[config.mk]
export PLATFORM = sky130hd
export DESIGN_NAME = rt_mode_status
export DESIGN_NICKNAME = d
export VERILOG_FILES = /design/src/design/rt_ctl_pkg.sv /design/src/design/rt_mode_status.sv /design/src/design/rt_addr_check.sv /design/src/design/rt_limit_timer.sv
export SDC_FILE = /design/constraint.sdc
export NUM_CORES = 1
export LEC_CHECK = 0
export BUFFER_PORTS_ARGS = -buffer_cell sky130_fd_sc_hd__buf_2
export CAP_MARGIN = 40
export CORE_MARGIN = 3
export CORE_UTILIZATION = 46
export CTS_CLUSTER_DIAMETER = 100
export DETAILED_ROUTE_END_ITERATION = 6
export HOLD_SLACK_MARGIN = 0.08
export PLACE_DENSITY_LB_ADDON = 0.05
export SYNTH_ARGS = -nofsm -noshare
export SYNTH_HDL_FRONTEND = slang
export SYNTH_HIERARCHICAL = 1
export SYNTH_SLANG_ARGS = --single-unit
[constraint.sdc]
create_clock -name aclk -period 3.4 [get_ports aclk]
set_input_delay 0.34 -clock aclk [delete_from_list [all_inputs] [get_ports aclk]]
set_output_delay 0.34 -clock aclk [all_outputs]
set_load 0.005 [all_outputs]
[src/design/rt_ctl_pkg.sv]
// Purpose: shared constants of the terminal mode and status logic
// Assumes: 25 MHz local clock, AXI4-Lite register access
// Notes: cycle counts derived in the top module from these times
package rt_ctl_pkg;
	// ****************************************
	// clock and time limits
	// ****************************************
	localparam int CLK_PERIOD_NS = 40;
	localparam int RESET_LIMIT_US = 5000; // 5.0 ms
	localparam int SELFTEST_LIMIT_US = 100000; // 100.0 ms
	localparam int TMR_W = 22;
	localparam int VAL_SETTLE = 4; // cycles between address samples

	// ****************************************
	// command word fields
	// ****************************************
	localparam logic [4:0] SA_MODE_LO = 5'h00;
	localparam logic [4:0] SA_MODE_HI = 5'h1F;
	localparam logic [4:0] BCAST_ADDR = 5'h1F;
	localparam logic [4:0] MC_TX_STATUS = 5'h02;
	localparam logic [4:0] MC_SELF_TEST = 5'h03;
	localparam logic [4:0] MC_TX_SHUT = 5'h04;
	localparam logic [4:0] MC_OVR_SHUT = 5'h05;
	localparam logic [4:0] MC_RESET = 5'h08;

	// ****************************************
	// status word layout (16 content bits)
	// ****************************************
	localparam int SW_ADDR_LSB = 11;
	localparam int SW_ME = 10;
	localparam int SW_INSTR = 9;
	localparam int SW_SR = 8;
	localparam int SW_RSV_LSB = 5;
	localparam int SW_BCR = 4;
	localparam int SW_BUSY = 3;
	localparam int SW_SF = 2;
	localparam int SW_DBCA = 1;
	localparam int SW_TF = 0;

	// ****************************************
	// register map
	// ****************************************
	localparam logic [7:0] REG_CTRL = 8'h00;
	localparam logic [7:0] REG_STAT = 8'h04;
	localparam logic [7:0] REG_SWORD = 8'h08;
	localparam int CTRL_SR = 0;
	localparam int CTRL_REVAL = 1;
	localparam logic [1:0] RESP_OKAY = 2'h0;
	localparam logic [1:0] RESP_SLVERR = 2'h2;

	typedef enum logic [4:0] {
		ST_IDLE = 5'h01,
		ST_RST_RESP = 5'h02,
		ST_RESETTING = 5'h04,
		ST_TST_RESP = 5'h08,
		ST_SELFTEST = 5'h10
	} rt_state_e;
endpackage

[src/design/rt_mode_status.sv]
// Purpose: terminal mode-code handling, status word and address gating
// Assumes: decoded commands arrive from a word decoder on aclk
// Notes: registers reached over AXI4-Lite; ce low freezes all state
//
// Overview of operation
// RULE1: any wired address 0 to 30 is accepted as own address
// RULE2: address comes only from external wiring pins
// RULE3: wiring is sampled and judged after power-up reset
// RULE4: two independent captures and verdicts must agree to trust address
// RULE5: with an invalid address the terminal never responds
// RULE6: subaddress 00000 and 11111 both mean a mode command, alike
// RULE7: the controller may use either mode subaddress value
// RULE8: decode transmit status, shutdown, override shutdown and reset codes
// RULE9: the controller can issue all codes, never dynamic bus control
// RULE10: reset code sends status first, then internal reset starts
// RULE11: while resetting, reply normally with busy set; data stays valid
// RULE12: reset completes within 5.0 ms after the status word
// RULE13: self test code sends status, then tests; new commands abort
// RULE14: during self test, reply normally with busy set
// RULE15: self test completes with results within 100.0 ms
// RULE16: status word holds valid contents from reset onward
// RULE17: message error implemented; instrumentation and reserved bits zero
// RULE18: broadcast received bit implemented
// RULE19: subsystem flag bit implemented
// RULE20: busy set only by reset or self test commands
// RULE21: terminal flag bit implemented for self test fault
// RULE22: internal counters on local clock enforce the time limits
//
// The AXI4-Lite interface to the registers and the register addresses were chosen for this implementation.
module rt_mode_status
	import rt_ctl_pkg::*;
#(
	parameter int RESET_CYC = RESET_LIMIT_US * 1000 / CLK_PERIOD_NS,
	parameter int SELFTEST_CYC = SELFTEST_LIMIT_US * 1000 / CLK_PERIOD_NS
) (
	input wire logic aclk,
	input wire logic aresetn,
	input wire logic ce,
	input wire logic [4:0] addr_pin,
	input wire logic addr_par_pin,
	input wire logic cmd_valid,
	input wire logic [4:0] cmd_rt_addr,
	input wire logic cmd_tx,
	input wire logic [4:0] cmd_subaddr,
	input wire logic [4:0] cmd_count,
	input wire logic cmd_bus,
	input wire logic cmd_msg_err,
	input wire logic status_sent,
	input wire logic subsys_fail,
	output logic resp_req,
	output logic [15:0] status_word,
	output logic [1:0] tx_shutdown,
	output logic rt_busy,
	input wire logic [7:0] s_axi_awaddr,
	input wire logic s_axi_awvalid,
	output logic s_axi_awready,
	input wire logic [31:0] s_axi_wdata,
	input wire logic [3:0] s_axi_wstrb,
	input wire logic s_axi_wvalid,
	output logic s_axi_wready,
	output logic [1:0] s_axi_bresp,
	output logic s_axi_bvalid,
	input wire logic s_axi_bready,
	input wire logic [7:0] s_axi_araddr,
	input wire logic s_axi_arvalid,
	output logic s_axi_arready,
	output logic [31:0] s_axi_rdata,
	output logic [1:0] s_axi_rresp,
	output logic s_axi_rvalid,
	input wire logic s_axi_rready
);
	// ****************************************
	// declarations
	// ****************************************
	rt_state_e state_r, state_nxt;
	logic addr_ok, mismatch, tmr_run, tmr_done, tmr_start, tmr_abort;
	logic [4:0] own_addr;
	logic own_cmd, bc_cmd, mode_cmd, any_cmd;
	logic me_r, me_nxt, bcr_r, bcr_nxt, tf_r, tf_nxt;
	logic [1:0] shut_r, shut_nxt;
	logic [15:0] sw_r, sw_nxt;
	logic sr_r, sr_nxt, reval_r, reval_nxt, por_r;
	logic [TMR_W-1:0] tmr_limit;
	logic [7:0] awaddr_r, awaddr_nxt;
	logic aw_got_r, aw_got_nxt, w_got_r, w_got_nxt;
	logic [31:0] wdata_r, wdata_nxt, rdata_r, rdata_nxt;
	logic [3:0] wstrb_r, wstrb_nxt;
	logic bvalid_r, bvalid_nxt, rvalid_r, rvalid_nxt;
	logic [1:0] bresp_r, bresp_nxt, rresp_r, rresp_nxt;
	logic do_write;

	// mode command when subaddress is either marker value
	function automatic logic is_mode(input logic [4:0] sa);
		is_mode = (sa == SA_MODE_LO) || (sa == SA_MODE_HI); // see RULE6
	endfunction

	// ****************************************
	// address validation and limit timer
	// ****************************************
	rt_addr_check u_addr (
		.aclk(aclk),
		.aresetn(aresetn),
		.ce(ce),
		.revalidate(por_r || reval_r),
		.addr_pin(addr_pin),
		.addr_par_pin(addr_par_pin),
		.addr_ok(addr_ok),
		.own_addr(own_addr),
		.mismatch(mismatch)
	);

	assign tmr_limit = (state_r == ST_RST_RESP) ? TMR_W'(RESET_CYC) :
		TMR_W'(SELFTEST_CYC);

	rt_limit_timer u_tmr (
		.aclk(aclk),
		.aresetn(aresetn),
		.ce(ce),
		.start(tmr_start),
		.abort(tmr_abort),
		.limit(tmr_limit),
		.running(tmr_run),
		.done(tmr_done)
	);

	// ****************************************
	// command decode
	// ****************************************
	assign own_cmd = ce && cmd_valid && addr_ok && (cmd_rt_addr == own_addr); // see RULE1
	assign bc_cmd = ce && cmd_valid && addr_ok && (cmd_rt_addr == BCAST_ADDR);
	assign any_cmd = own_cmd || bc_cmd;
	assign mode_cmd = is_mode(cmd_subaddr);
	// no reply unless address valid, not broadcast, no message error
	assign resp_req = own_cmd && !cmd_msg_err; // see RULE5
	assign tmr_start = ce && (((state_r == ST_RST_RESP) ||
		(state_r == ST_TST_RESP)) && status_sent);
	assign tmr_abort = ce && (state_r == ST_SELFTEST) && any_cmd; // see RULE13

	// ****************************************
	// mode state machine
	// ****************************************
	always_comb begin
		state_nxt = state_r;
		case (state_r)
			ST_IDLE: begin
				if (any_cmd && mode_cmd && !cmd_msg_err && cmd_tx) begin
					if (cmd_count == MC_RESET) begin
						state_nxt = ST_RST_RESP; // see RULE10
					end else if (cmd_count == MC_SELF_TEST) begin
						state_nxt = ST_TST_RESP; // see RULE13
					end
				end
			end
			ST_RST_RESP: begin
				if (status_sent) begin
					state_nxt = ST_RESETTING; // see RULE10
				end
			end
			ST_RESETTING: begin
				if (tmr_done) begin
					state_nxt = ST_IDLE; // see RULE12
				end
			end
			ST_TST_RESP: begin
				if (status_sent) begin
					state_nxt = ST_SELFTEST;
				end
			end
			ST_SELFTEST: begin
				if (tmr_done || tmr_abort) begin
					state_nxt = ST_IDLE; // see RULE15
				end
			end
			default: begin
				state_nxt = ST_IDLE;
			end
		endcase
	end

	// ****************************************
	// status flags and shutdown
	// ****************************************
	always_comb begin
		me_nxt = me_r;
		bcr_nxt = bcr_r;
		tf_nxt = tf_r;
		shut_nxt = shut_r;
		if (state_r == ST_RESETTING && tmr_done) begin
			me_nxt = 1'b0; // reset function clears terminal state
			bcr_nxt = 1'b0;
			tf_nxt = 1'b0;
			shut_nxt = 2'h0;
		end
		// a command other than transmit status landing with the reset clear wins over it
		if (any_cmd && !(mode_cmd && cmd_count == MC_TX_STATUS)) begin
			me_nxt = cmd_msg_err; // see RULE17
			bcr_nxt = bc_cmd; // see RULE18
		end
		if (any_cmd && mode_cmd && !cmd_msg_err && cmd_tx) begin
			if (cmd_count == MC_TX_SHUT) begin
				shut_nxt[~cmd_bus] = 1'b1; // see RULE8
			end else if (cmd_count == MC_OVR_SHUT) begin
				shut_nxt[~cmd_bus] = 1'b0; // see RULE8
			end
		end
		if (state_r == ST_TST_RESP && status_sent) begin
			tf_nxt = 1'b0;
		end else if (state_r == ST_SELFTEST && mismatch) begin
			tf_nxt = 1'b1; // see RULE21
		end
	end

	// busy only from reset or self test in progress
	assign rt_busy = (state_r == ST_RESETTING) || (state_r == ST_SELFTEST); // see RULE20

	// assemble the word; fixed-zero bits never written
	always_comb begin
		sw_nxt = 16'h0000; // see RULE17
		sw_nxt[SW_ADDR_LSB +: 5] = own_addr;
		sw_nxt[SW_ME] = me_nxt;
		sw_nxt[SW_SR] = sr_r;
		sw_nxt[SW_BCR] = bcr_nxt;
		sw_nxt[SW_BUSY] = rt_busy; // see RULE11 RULE14
		sw_nxt[SW_SF] = subsys_fail; // see RULE19
		sw_nxt[SW_TF] = tf_nxt;
	end

	always_ff @(posedge aclk) begin
		if (!aresetn) begin
			state_r <= ST_IDLE;
			me_r <= 1'b0;
			bcr_r <= 1'b0;
			tf_r <= 1'b0;
			shut_r <= 2'h0;
			sw_r <= 16'h0000; // see RULE16
			por_r <= 1'b1;
		end else if (ce) begin
			state_r <= state_nxt;
			me_r <= me_nxt;
			bcr_r <= bcr_nxt;
			tf_r <= tf_nxt;
			shut_r <= shut_nxt;
			sw_r <= sw_nxt;
			por_r <= 1'b0;
		end
	end

	assign status_word = sw_r;
	assign tx_shutdown = shut_r;

	// ****************************************
	// AXI4-Lite slave
	// ****************************************
	assign do_write = aw_got_r && w_got_r && !bvalid_r;

	always_comb begin
		awaddr_nxt = awaddr_r;
		wdata_nxt = wdata_r;
		wstrb_nxt = wstrb_r;
		aw_got_nxt = aw_got_r;
		w_got_nxt = w_got_r;
		bvalid_nxt = bvalid_r;
		bresp_nxt = bresp_r;
		sr_nxt = sr_r;
		reval_nxt = 1'b0;
		if (s_axi_awvalid && s_axi_awready) begin
			awaddr_nxt = s_axi_awaddr;
			aw_got_nxt = 1'b1;
		end
		if (s_axi_wvalid && s_axi_wready) begin
			wdata_nxt = s_axi_wdata;
			wstrb_nxt = s_axi_wstrb;
			w_got_nxt = 1'b1;
		end
		if (do_write) begin
			aw_got_nxt = 1'b0;
			w_got_nxt = 1'b0;
			bvalid_nxt = 1'b1;
			bresp_nxt = RESP_SLVERR;
			if (awaddr_r == REG_CTRL) begin
				bresp_nxt = RESP_OKAY;
				if (wstrb_r[0]) begin
					sr_nxt = wdata_r[CTRL_SR];
					reval_nxt = wdata_r[CTRL_REVAL];
				end
			end else if (awaddr_r == REG_STAT || awaddr_r == REG_SWORD) begin
				bresp_nxt = RESP_OKAY; // read-only, write ignored
			end
		end
		if (bvalid_r && s_axi_bready) begin
			bvalid_nxt = 1'b0;
		end
	end

	// read mux, unmapped answers slave error with zero data
	always_comb begin
		rdata_nxt = rdata_r;
		rresp_nxt = rresp_r;
		rvalid_nxt = rvalid_r;
		if (s_axi_arvalid && s_axi_arready) begin
			rvalid_nxt = 1'b1;
			rresp_nxt = RESP_OKAY;
			rdata_nxt = 32'h0000_0000;
			case (s_axi_araddr)
				REG_CTRL: rdata_nxt[CTRL_SR] = sr_r;
				REG_STAT: rdata_nxt[11:0] = {shut_r, tf_r,
					state_r == ST_SELFTEST, state_r == ST_RESETTING,
					rt_busy, own_addr, addr_ok};
				REG_SWORD: rdata_nxt[15:0] = sw_r;
				default: rresp_nxt = RESP_SLVERR;
			endcase
		end else if (rvalid_r && s_axi_rready) begin
			rvalid_nxt = 1'b0;
		end
	end

	always_ff @(posedge aclk) begin
		if (!aresetn) begin
			awaddr_r <= 8'h00;
			wdata_r <= 32'h0000_0000;
			wstrb_r <= 4'h0;
			aw_got_r <= 1'b0;
			w_got_r <= 1'b0;
			bvalid_r <= 1'b0;
			bresp_r <= 2'h0;
			rdata_r <= 32'h0000_0000;
			rresp_r <= 2'h0;
			rvalid_r <= 1'b0;
			sr_r <= 1'b0;
			reval_r <= 1'b0;
		end else if (ce) begin
			awaddr_r <= awaddr_nxt;
			wdata_r <= wdata_nxt;
			wstrb_r <= wstrb_nxt;
			aw_got_r <= aw_got_nxt;
			w_got_r <= w_got_nxt;
			bvalid_r <= bvalid_nxt;
			bresp_r <= bresp_nxt;
			rdata_r <= rdata_nxt;
			rresp_r <= rresp_nxt;
			rvalid_r <= rvalid_nxt;
			sr_r <= sr_nxt;
			reval_r <= reval_nxt;
		end
	end

	assign s_axi_awready = ce && !aw_got_r;
	assign s_axi_wready = ce && !w_got_r;
	assign s_axi_bvalid = bvalid_r;
	assign s_axi_bresp = bresp_r;
	assign s_axi_arready = ce && !rvalid_r;
	assign s_axi_rvalid = rvalid_r;
	assign s_axi_rdata = rdata_r;
	assign s_axi_rresp = rresp_r;

	// ****************************************
	// assertions
	// ****************************************
	logic [TMR_W-1:0] busy_cnt_r;
	always_ff @(posedge aclk) begin
		if (!aresetn) begin
			busy_cnt_r <= '0;
		end else if (ce) begin
			busy_cnt_r <= rt_busy ? busy_cnt_r + TMR_W'(1) : '0;
		end
	end
endmodule

[src/design/rt_addr_check.sv]
// Purpose: samples and validates the wired terminal address
// Assumes: address and parity pins are static wiring, asynchronous
// Notes: two independent captures must agree before address is trusted
module rt_addr_check
	import rt_ctl_pkg::*;
(
	input wire logic aclk,
	input wire logic aresetn,
	input wire logic ce,
	input wire logic revalidate,
	input wire logic [4:0] addr_pin,
	input wire logic addr_par_pin,
	output logic addr_ok,
	output logic [4:0] own_addr,
	output logic mismatch
);
	logic [5:0] s1_r, s2_r;
	logic [5:0] cap_a_r, cap_a_nxt, cap_b_r, cap_b_nxt;
	logic [3:0] step_r, step_nxt;
	logic ok_a_r, ok_a_nxt, ok_b_r, ok_b_nxt;

	// odd parity over address and parity pin, broadcast code refused
	function automatic logic addr_good(input logic [5:0] v);
		addr_good = (^v) && (v[4:0] != BCAST_ADDR);
	endfunction

	// two-flop synchroniser on the wiring pins
	always_ff @(posedge aclk) begin
		if (!aresetn) begin
			s1_r <= 6'h00;
			s2_r <= 6'h00;
		end else if (ce) begin
			s1_r <= {addr_par_pin, addr_pin};
			s2_r <= s1_r;
		end
	end

	// capture twice, judge each capture on its own path
	always_comb begin
		cap_a_nxt = cap_a_r;
		cap_b_nxt = cap_b_r;
		ok_a_nxt = ok_a_r;
		ok_b_nxt = ok_b_r;
		step_nxt = step_r;
		if (revalidate) begin
			step_nxt = 4'h0; // see RULE3
			ok_a_nxt = 1'b0;
			ok_b_nxt = 1'b0;
		end else if (step_r == 4'(VAL_SETTLE)) begin
			cap_a_nxt = s2_r; // see RULE3
			step_nxt = step_r + 4'h1;
		end else if (step_r == 4'(2 * VAL_SETTLE)) begin
			cap_b_nxt = s2_r;
			step_nxt = step_r + 4'h1;
		end else if (step_r == 4'(2 * VAL_SETTLE + 1)) begin
			ok_a_nxt = addr_good(cap_a_r) && (cap_a_r == cap_b_r); // see RULE4
			ok_b_nxt = addr_good(cap_b_r) && (cap_b_r == cap_a_r); // see RULE4
			step_nxt = step_r + 4'h1;
		end else if (step_r < 4'(2 * VAL_SETTLE + 1)) begin
			step_nxt = step_r + 4'h1;
		end
	end

	always_ff @(posedge aclk) begin
		if (!aresetn) begin
			cap_a_r <= 6'h00;
			cap_b_r <= 6'h00;
			ok_a_r <= 1'b0;
			ok_b_r <= 1'b0;
			step_r <= 4'h0;
		end else if (ce) begin
			cap_a_r <= cap_a_nxt;
			cap_b_r <= cap_b_nxt;
			ok_a_r <= ok_a_nxt;
			ok_b_r <= ok_b_nxt;
			step_r <= step_nxt;
		end
	end

	// both verdicts and both stored copies must still agree
	assign mismatch = (cap_a_r != cap_b_r);
	assign addr_ok = ok_a_r && ok_b_r && !mismatch; // see RULE4
	assign own_addr = cap_a_r[4:0]; // see RULE2
endmodule

[src/design/rt_limit_timer.sv]
// Purpose: down counter enforcing reset and self-test time limits
// Assumes: limit held stable while running
// Notes: done pulses one cycle when the count expires
module rt_limit_timer
	import rt_ctl_pkg::*;
(
	input wire logic aclk,
	input wire logic aresetn,
	input wire logic ce,
	input wire logic start,
	input wire logic abort,
	input wire logic [TMR_W-1:0] limit,
	output logic running,
	output logic done
);
	logic [TMR_W-1:0] cnt_r, cnt_nxt;
	logic run_r, run_nxt;

	// load on start, count to one, then stop
	always_comb begin
		cnt_nxt = cnt_r;
		run_nxt = run_r;
		if (abort) begin
			run_nxt = 1'b0;
		end else if (start) begin
			cnt_nxt = limit;
			run_nxt = 1'b1;
		end else if (run_r) begin
			cnt_nxt = cnt_r - TMR_W'(1);
			if (cnt_r <= TMR_W'(1)) begin
				run_nxt = 1'b0;
			end
		end
	end

	always_ff @(posedge aclk) begin
		if (!aresetn) begin
			cnt_r <= '0;
			run_r <= 1'b0;
		end else if (ce) begin
			cnt_r <= cnt_nxt;
			run_r <= run_nxt;
		end
	end

	assign running = run_r;
	assign done = run_r && (cnt_r <= TMR_W'(1)) && !abort && ce; // see RULE22
endmodule

==> impl_metrics.env, run 1 <==
export IMPL_outcome="complete, no violations"
export IMPL_path_clk_slew_ns=0.08
export IMPL_multi_input_area_sq_um=3490
export IMPL_critPathMaxStageDelay_ns=0.34
export IMPL_yosysUniqueCellTypes=80
export IMPL_yosysMostFrequentCell="dfxtp_1"
export IMPL_pwr_share_clk_pct=44.2
export IMPL_hold_viol=0
export IMPL_gr_usage_met1_pct=28.8
export IMPL_row_count=40
export IMPL_nets=865
export IMPL_core_sq_um=12300
export IMPL_crit_chain="xor2_1 > nor4_2 > nand3_2 > nor2_1 > and3_1 > and3_4 > a2bb2o_4 > and3_1 > nor2b_2 > nand2_1 > nor2_2 > o31ai_1 > o211ai_1 > o2111ai_4 > buf_4 > mux2i_1"
export IMPL_maxCapViolations=0
export IMPL_final_seq_area_sq_um=2140
export IMPL_drive_gt1_share_pct=20.3
export IMPL_report_final_slew_viol_count=0
export IMPL_place_ws_ns=0.143
export IMPL_required_ns=3.68
export IMPL_die_h_um=120
export IMPL_synth_edff_count=0
export IMPL_wl_per_cell_um=16.0
export IMPL_switching_share_pct=23.5
export IMPL_syn_inst=683
export IMPL_dieArea_sq_um=14400
export IMPL_ir_worst_vdd_v=0.000338
export IMPL_ys_warnings_count=6
export IMPL_clock_path_buffers=2
export IMPL_initial_core_util_pct=48.4
export IMPL_cts_root_buf="clkbuf_16"
export IMPL_ys_top_cells_by_area="dfxtp_1 36%, mux2i_1 8.9%, nor2b_1 6.0%"
export IMPL_antenna_cells=0
export IMPL_drc=0
export IMPL_hold_ws_ns=0.236
export IMPL_p_sw_w=0.000617
export IMPL_post_route_period_util_pct=91.8
export IMPL_cts_buffers=9
export IMPL_die_width_um=120
export IMPL_rsz0062_at_grt="no"
export IMPL_gp_congestion=0.890
export IMPL_power_density_nw_per_um2=384
export IMPL_cp_max_fo=6
export IMPL_setup_ws_ns=0.279
export IMPL_ant_nets=0
export IMPL_grt_pass1_wl_um=24500
export IMPL_setup_viol=0
export IMPL_drt_wl_total_um=15100
export IMPL_drtIter0Drc=384
export IMPL_hpwl_um=11100
export IMPL_critical_path_class="reg2reg"
export IMPL_hp_class="in2reg"
export IMPL_synth_top_area_share_pct=36.0
export IMPL_use_met3_pct=4.15
export IMPL_fin_crit_ns=3.12
export IMPL_routed_via_count=5190
export IMPL_cp_common_cell="and3_1"
export IMPL_grt_ovfl_total=0
export IMPL_vias_per_cell=5.51
export IMPL_ys_top_cells_by_count="107 x dfxtp_1, 59 x nand2_1, 57 x nor2b_1"
export IMPL_p_leak_nw=3.01
export IMPL_synthArstFlopShare_pct=0
export IMPL_portBuffers=91
export IMPL_syn_area_per_cell_sq_um=8.72
export IMPL_htreeDepth=3
export IMPL_seqPwrFrac_pct=48.8
export IMPL_cts_tree="yes"
export IMPL_grt_use_total_pct=20.8
export IMPL_io_pin_count=148
export IMPL_grt_pass1_vias=4816
export IMPL_numClockSinks=107
export IMPL_syn_area_sq_um=5960
export IMPL_setup_tns_ns=0
export IMPL_start_kind="register"
export IMPL_synth_seq_cells=107
export IMPL_yosysSeqAreaShare_pct=36.0
export IMPL_cp_end_kind="register"
export IMPL_yosysTopAreaCell="dfxtp_1"
export IMPL_cp_arrival_ns=3.41
export IMPL_cpMaxStageDelayCell="dfxtp_1"
export IMPL_max_freq_mhz=320
export IMPL_grt_start_max_net_pins=43
export IMPL_p_int_w=0.00201
export IMPL_area_growth_synth_to_final_pct=15.0
export IMPL_tightest_slew_ns=0.763
export IMPL_antenna_found_initial=0
export IMPL_n_fill_cell=1158
export IMPL_relSlewSlack_pct=48.7
export IMPL_insertion_delay_ns=0.35
export IMPL_finalClockSkew_ns=0.00655
export IMPL_worst_r2r_setup_slack_ns=0.28
export IMPL_first_pass_iters=4
export IMPL_synthFlopType="dfxtp_1"
export IMPL_grt_busiest_layer="met2"
export IMPL_use_met2_pct=32.1
export IMPL_combPwrFrac_pct=6.9
## cell families after synthesis
kind of cell             after synthesis  share of synthesized area (%)
XOR/XNOR                              17                           2.50
adder cells (fa/ha/maj)                9                           1.89
AND/OR/NAND/NOR                      267                           25.1
multiplexers                          55                           9.35
buffers and inverters                 82                           7.50
flip-flops                           107                           36.0
other                                  2                          0.126
AO/OA/AOI/OAI                        144                           17.6
## metrics by stage
step                      total power [W]  area, sq um  util [%]  std cells
final                             0.00263         6850      55.6        942
after global routing              0.00273         6850      55.6        942
after CTS                         0.00266         6840      55.6        942
after detailed placement          0.00149         6510      52.9        926
after global placement            0.00149         6510      52.9        926
after floorplan                   0.00144         6070         -        713
## layout by cell type (no fill, tap or decap), types with 20 or more instances in the layout
master	netlist	routed
a22oi_1	20	20
buf_2	8	91
buf_4	32	22
conb_1	2	32
dfxtp_1	107	107
mux2i_1	53	53
nand2_1	59	59
nor2_1	40	39
nor2b_1	57	56
o21ai_0	31	31
## sequential cells by signal, summed over array words and instances, names as in the netlist, 5 cells and up
name            flops
status_word        11
state_r             5
u_addr/cap_b_r      6
u_addr/s2_r         6
u_addr/cap_a_r      6
awaddr_r            8
u_addr/s1_r         6
s_axi_rdata        16
u_tmr/cnt_r        22
## critical path, delay by kind of cell, from the launching register on
family	cells	cell delay (ns)
flops	1	0.34
buf+inv	1	0.19
mux	1	0.19
compound gates	4	0.71
xor+xnor	1	0.17
simple gates	9	1.47
## layout make-up
| class | count | share of cell area [%] |
|---|---|---|
| Tap cell | 168 | 3.07 |
| Timing Repair Buffer | 113 | 9.06 |
| Clock buffer | 9 | 3.29 |
| Inverter | 14 | 0.767 |
| Sequential cell | 107 | 31.3 |
| Clock inverter | 7 | 1.55 |
| Multi-Input combinational cell | 524 | 51.0 |
## per-layer routing
metal  share of wire (%)  vias to the layer above
li1                    -                     2569
met3                 5.7                       22
met5                   0                        -
met2                  44                      177
met4                 1.7                        0
met1                  48                     2422
## power by group through the flow
| stage | logic, W | clock network, W | registers, W |
|---|---|---|---|
| 5_1_grt | 0.000202 | 0.00125 | 0.00129 |
| 3_3_place_gp | 0.000177 | 0 | 0.00131 |
| 3_5_place_dp | 0.000181 | 0 | 0.00131 |
| 6_report | 0.000182 | 0.00116 | 0.00128 |
| 4_1_cts | 0.000182 | 0.00120 | 0.00128 |
| 2_1_floorplan | 0.000132 | 0 | 0.00131 |
## final timing paths
kind,from,end,depth (start not counted)
worst max-delay path,u_addr/cap_b_r[0],state_r[2],16
worst min-delay path,s_axi_wvalid,w_got_r,3
worst max register to register,u_addr/cap_b_r[0],state_r[2],16
worst min register to register,por_r,por_r,2
## repair_timing
| action | in CTS | in global routing |
|---|---|---|
| setup endpoints to repair | 0 | 5 |
| buffers inserted | 0 | 0 |
| hold buffers | 0 | 0 |
| resized for setup | 0 | 2 |
No activity file was read; power rests on OpenSTA's default activity.
==> run 2: changes to the inputs <==
- PLACE_DENSITY: default -> 0.75
- PLACE_DENSITY_LB_ADDON: 0.05 -> default
==> run 2 against run 1 <==
- sequential cell count stayed put
- cell count is 0.21% lower
- combinational power hardly changed
- critical endpoint is now state_r[4]
- largest power group unchanged
==> impl_metrics.env, run 2 (synthesis gave the netlist of run 1 again) <==
export IMPL_grt_pass1_vias=5056
export IMPL_hpwl_um=11000
export IMPL_ir_worst_vdd_v=0.000219
export IMPL_row_count=40
export IMPL_fin_crit_ns=3.21
export IMPL_drt_wl_total_um=15000
export IMPL_relSlewSlack_pct=54.1
export IMPL_insertion_delay_ns=0.35
export IMPL_p_leak_nw=2.99
export IMPL_ant_nets=0
export IMPL_cts_tree="yes"
export IMPL_nets=863
export IMPL_antenna_cells=0
export IMPL_routed_via_count=5271
export IMPL_outcome="complete, no violations"
export IMPL_cts_buffers=9
export IMPL_layout_commonest_cell="dfxtp_1"
export IMPL_setup_tns_ns=0
export IMPL_gp_congestion=0.896
export IMPL_grt_use_total_pct=20.3
export IMPL_cp_end_kind="register"
export IMPL_regMostFlops="u_tmr/cnt_r"
export IMPL_post_cts_buffers=0
export IMPL_final_cell_mix="107 x dfxtp_1, 91 x buf_2, 58 x nand2_1"
export IMPL_htreeDepth=3
export IMPL_power_density_nw_per_um2=377
export IMPL_post_route_period_util_pct=94.4
export IMPL_r2r_start="u_addr/cap_b_r[2]"
export IMPL_drtIter0Drc=416
export IMPL_crit_chain="xor2_1 > nor4_2 > nand3_2 > nor2_4 > and3_1 > and3_4 > a2bb2o_4 > and3_4 > nor2b_2 > nand2_2 > nor2_4 > o21ai_0 > o211ai_1 > o2111ai_4 > buf_6 > mux2i_2"
export IMPL_grt_ovfl_total=0
export IMPL_tightest_slew_ns=0.686
export IMPL_grt_pass1_wl_um=24300
export IMPL_fin_area_sq_um=6870
export IMPL_cpMaxStageDelayCell="dfxtp_1"
export IMPL_placed_area_sq_um=6510
export IMPL_drc=0
export IMPL_portBuffers=91
export IMPL_critical_path_class="reg2reg"
export IMPL_report_final_slew_viol_count=0
export IMPL_drive_gt1_share_pct=20.9
export IMPL_antenna_found_initial=0
export IMPL_hp_class="in2reg"
export IMPL_cp_max_fo=6
export IMPL_max_freq_mhz=312
export IMPL_clock_path_buffers=2
export IMPL_first_pass_iters=7
export IMPL_core_sq_um=12300
export IMPL_finalClockSkew_ns=0.0162
export IMPL_dieArea_sq_um=14400
export IMPL_start_kind="register"
export IMPL_vias_per_cell=5.61
export IMPL_critPathMaxStageDelay_ns=0.40
export IMPL_numClockSinks=107
export IMPL_io_pin_count=148
export IMPL_wl_per_cell_um=15.9
export IMPL_area_growth_synth_to_final_pct=15.2
export IMPL_die_width_um=120
export IMPL_required_ns=3.65
export IMPL_die_h_um=120
export IMPL_grt_start_max_net_pins=61
export IMPL_final_util_pct=55.8
export IMPL_hold_viol=0
export IMPL_cts_root_buf="clkbuf_16"
export IMPL_largest_register_ffs=22
export IMPL_rsz0062_at_grt="no"
export IMPL_worstHoldStart="s_axi_awaddr[6]"
export IMPL_path_clk_slew_ns=0.08
export IMPL_crit_start="u_addr/cap_b_r[2]"
export IMPL_cp_arrival_ns=3.45
export IMPL_setup_viol=0
export IMPL_maxCapViolations=0
export IMPL_initial_core_util_pct=48.4
## run 2: cell types whose count changed in the layout (fill, tap and decap cells not counted), sizes merged
cell and change:
inv +2, bufinv -1, buf -2, clkinv -1
## run 2: layout make-up
class	count	area [sq um]
Fill cell	1130	5450
Timing Repair Buffer	111	622
Clock buffer	9	225
Inverter	14	52.6
Tap cell	168	210
Multi-Input combinational cell	524	3520
Sequential cell	107	2140
Clock inverter	7	90.1
## run 2: final timing paths
| kind | cells past startpoint | slack, ns | end |
|---|---|---|---|
| setup / recovery | 16 | 0.19 | state_r[4] |
| setup reg to reg | 16 | 0.19 | state_r[4] |
| hold / removal | 3 | 0.25 | awaddr_r[6] |
| hold reg to reg | 2 | 0.45 | por_r |
## run 2: power by group
group	total (W)	switching [W]	internal, W	leakage (nW)
sequential	0.00128	0.0000123	0.00127	0.866
combinational	0.000181	0.000100	0.0000808	1.97
clock	0.00112	0.000526	0.000595	0.156
## run 2: per-layer routing
layer	vias to the layer above	track usage, %	part of all wire [%]
met1	2486	26.4	45
met2	183	33.5	47
li1	2572	-	-
met4	0	7.44	1.8
met5	-	0	0
met3	30	3.91	6.1
## run 2: stage by stage
stage | hold WS (ns) | worst slack (ns) | total power (W) | cells
6_report | 0.245 | 0.190 | 0.00258 | 940
5_1_grt | 0.248 | 0.0149 | 0.00267 | 940
4_1_cts | 0.236 | 0.0775 | 0.00261 | 940
3_5_place_dp | 0.441 | -0.0697 | 0.00149 | 924
3_3_place_gp | 0.435 | 0.207 | 0.00149 | 924
2_1_floorplan | 0.425 | 0.279 | 0.00144 | 713
## run 2: repair_timing
item,in CTS,in global routing
cloned,0,0
pin swaps,0,4
endpoints found under the hold margin,0,0
setup endpoints to repair,5,11
gates resized for setup,2,9
hold buffers,0,0
## run 2: worst max-delay path: cells and delay by family, from the launching register on
family          cells  cell delay, ns
compound gates      4            0.83
xor+xnor            1            0.22
buf+inv             1            0.18
flops               1            0.40
mux                 1            0.14
simple gates        9            1.33
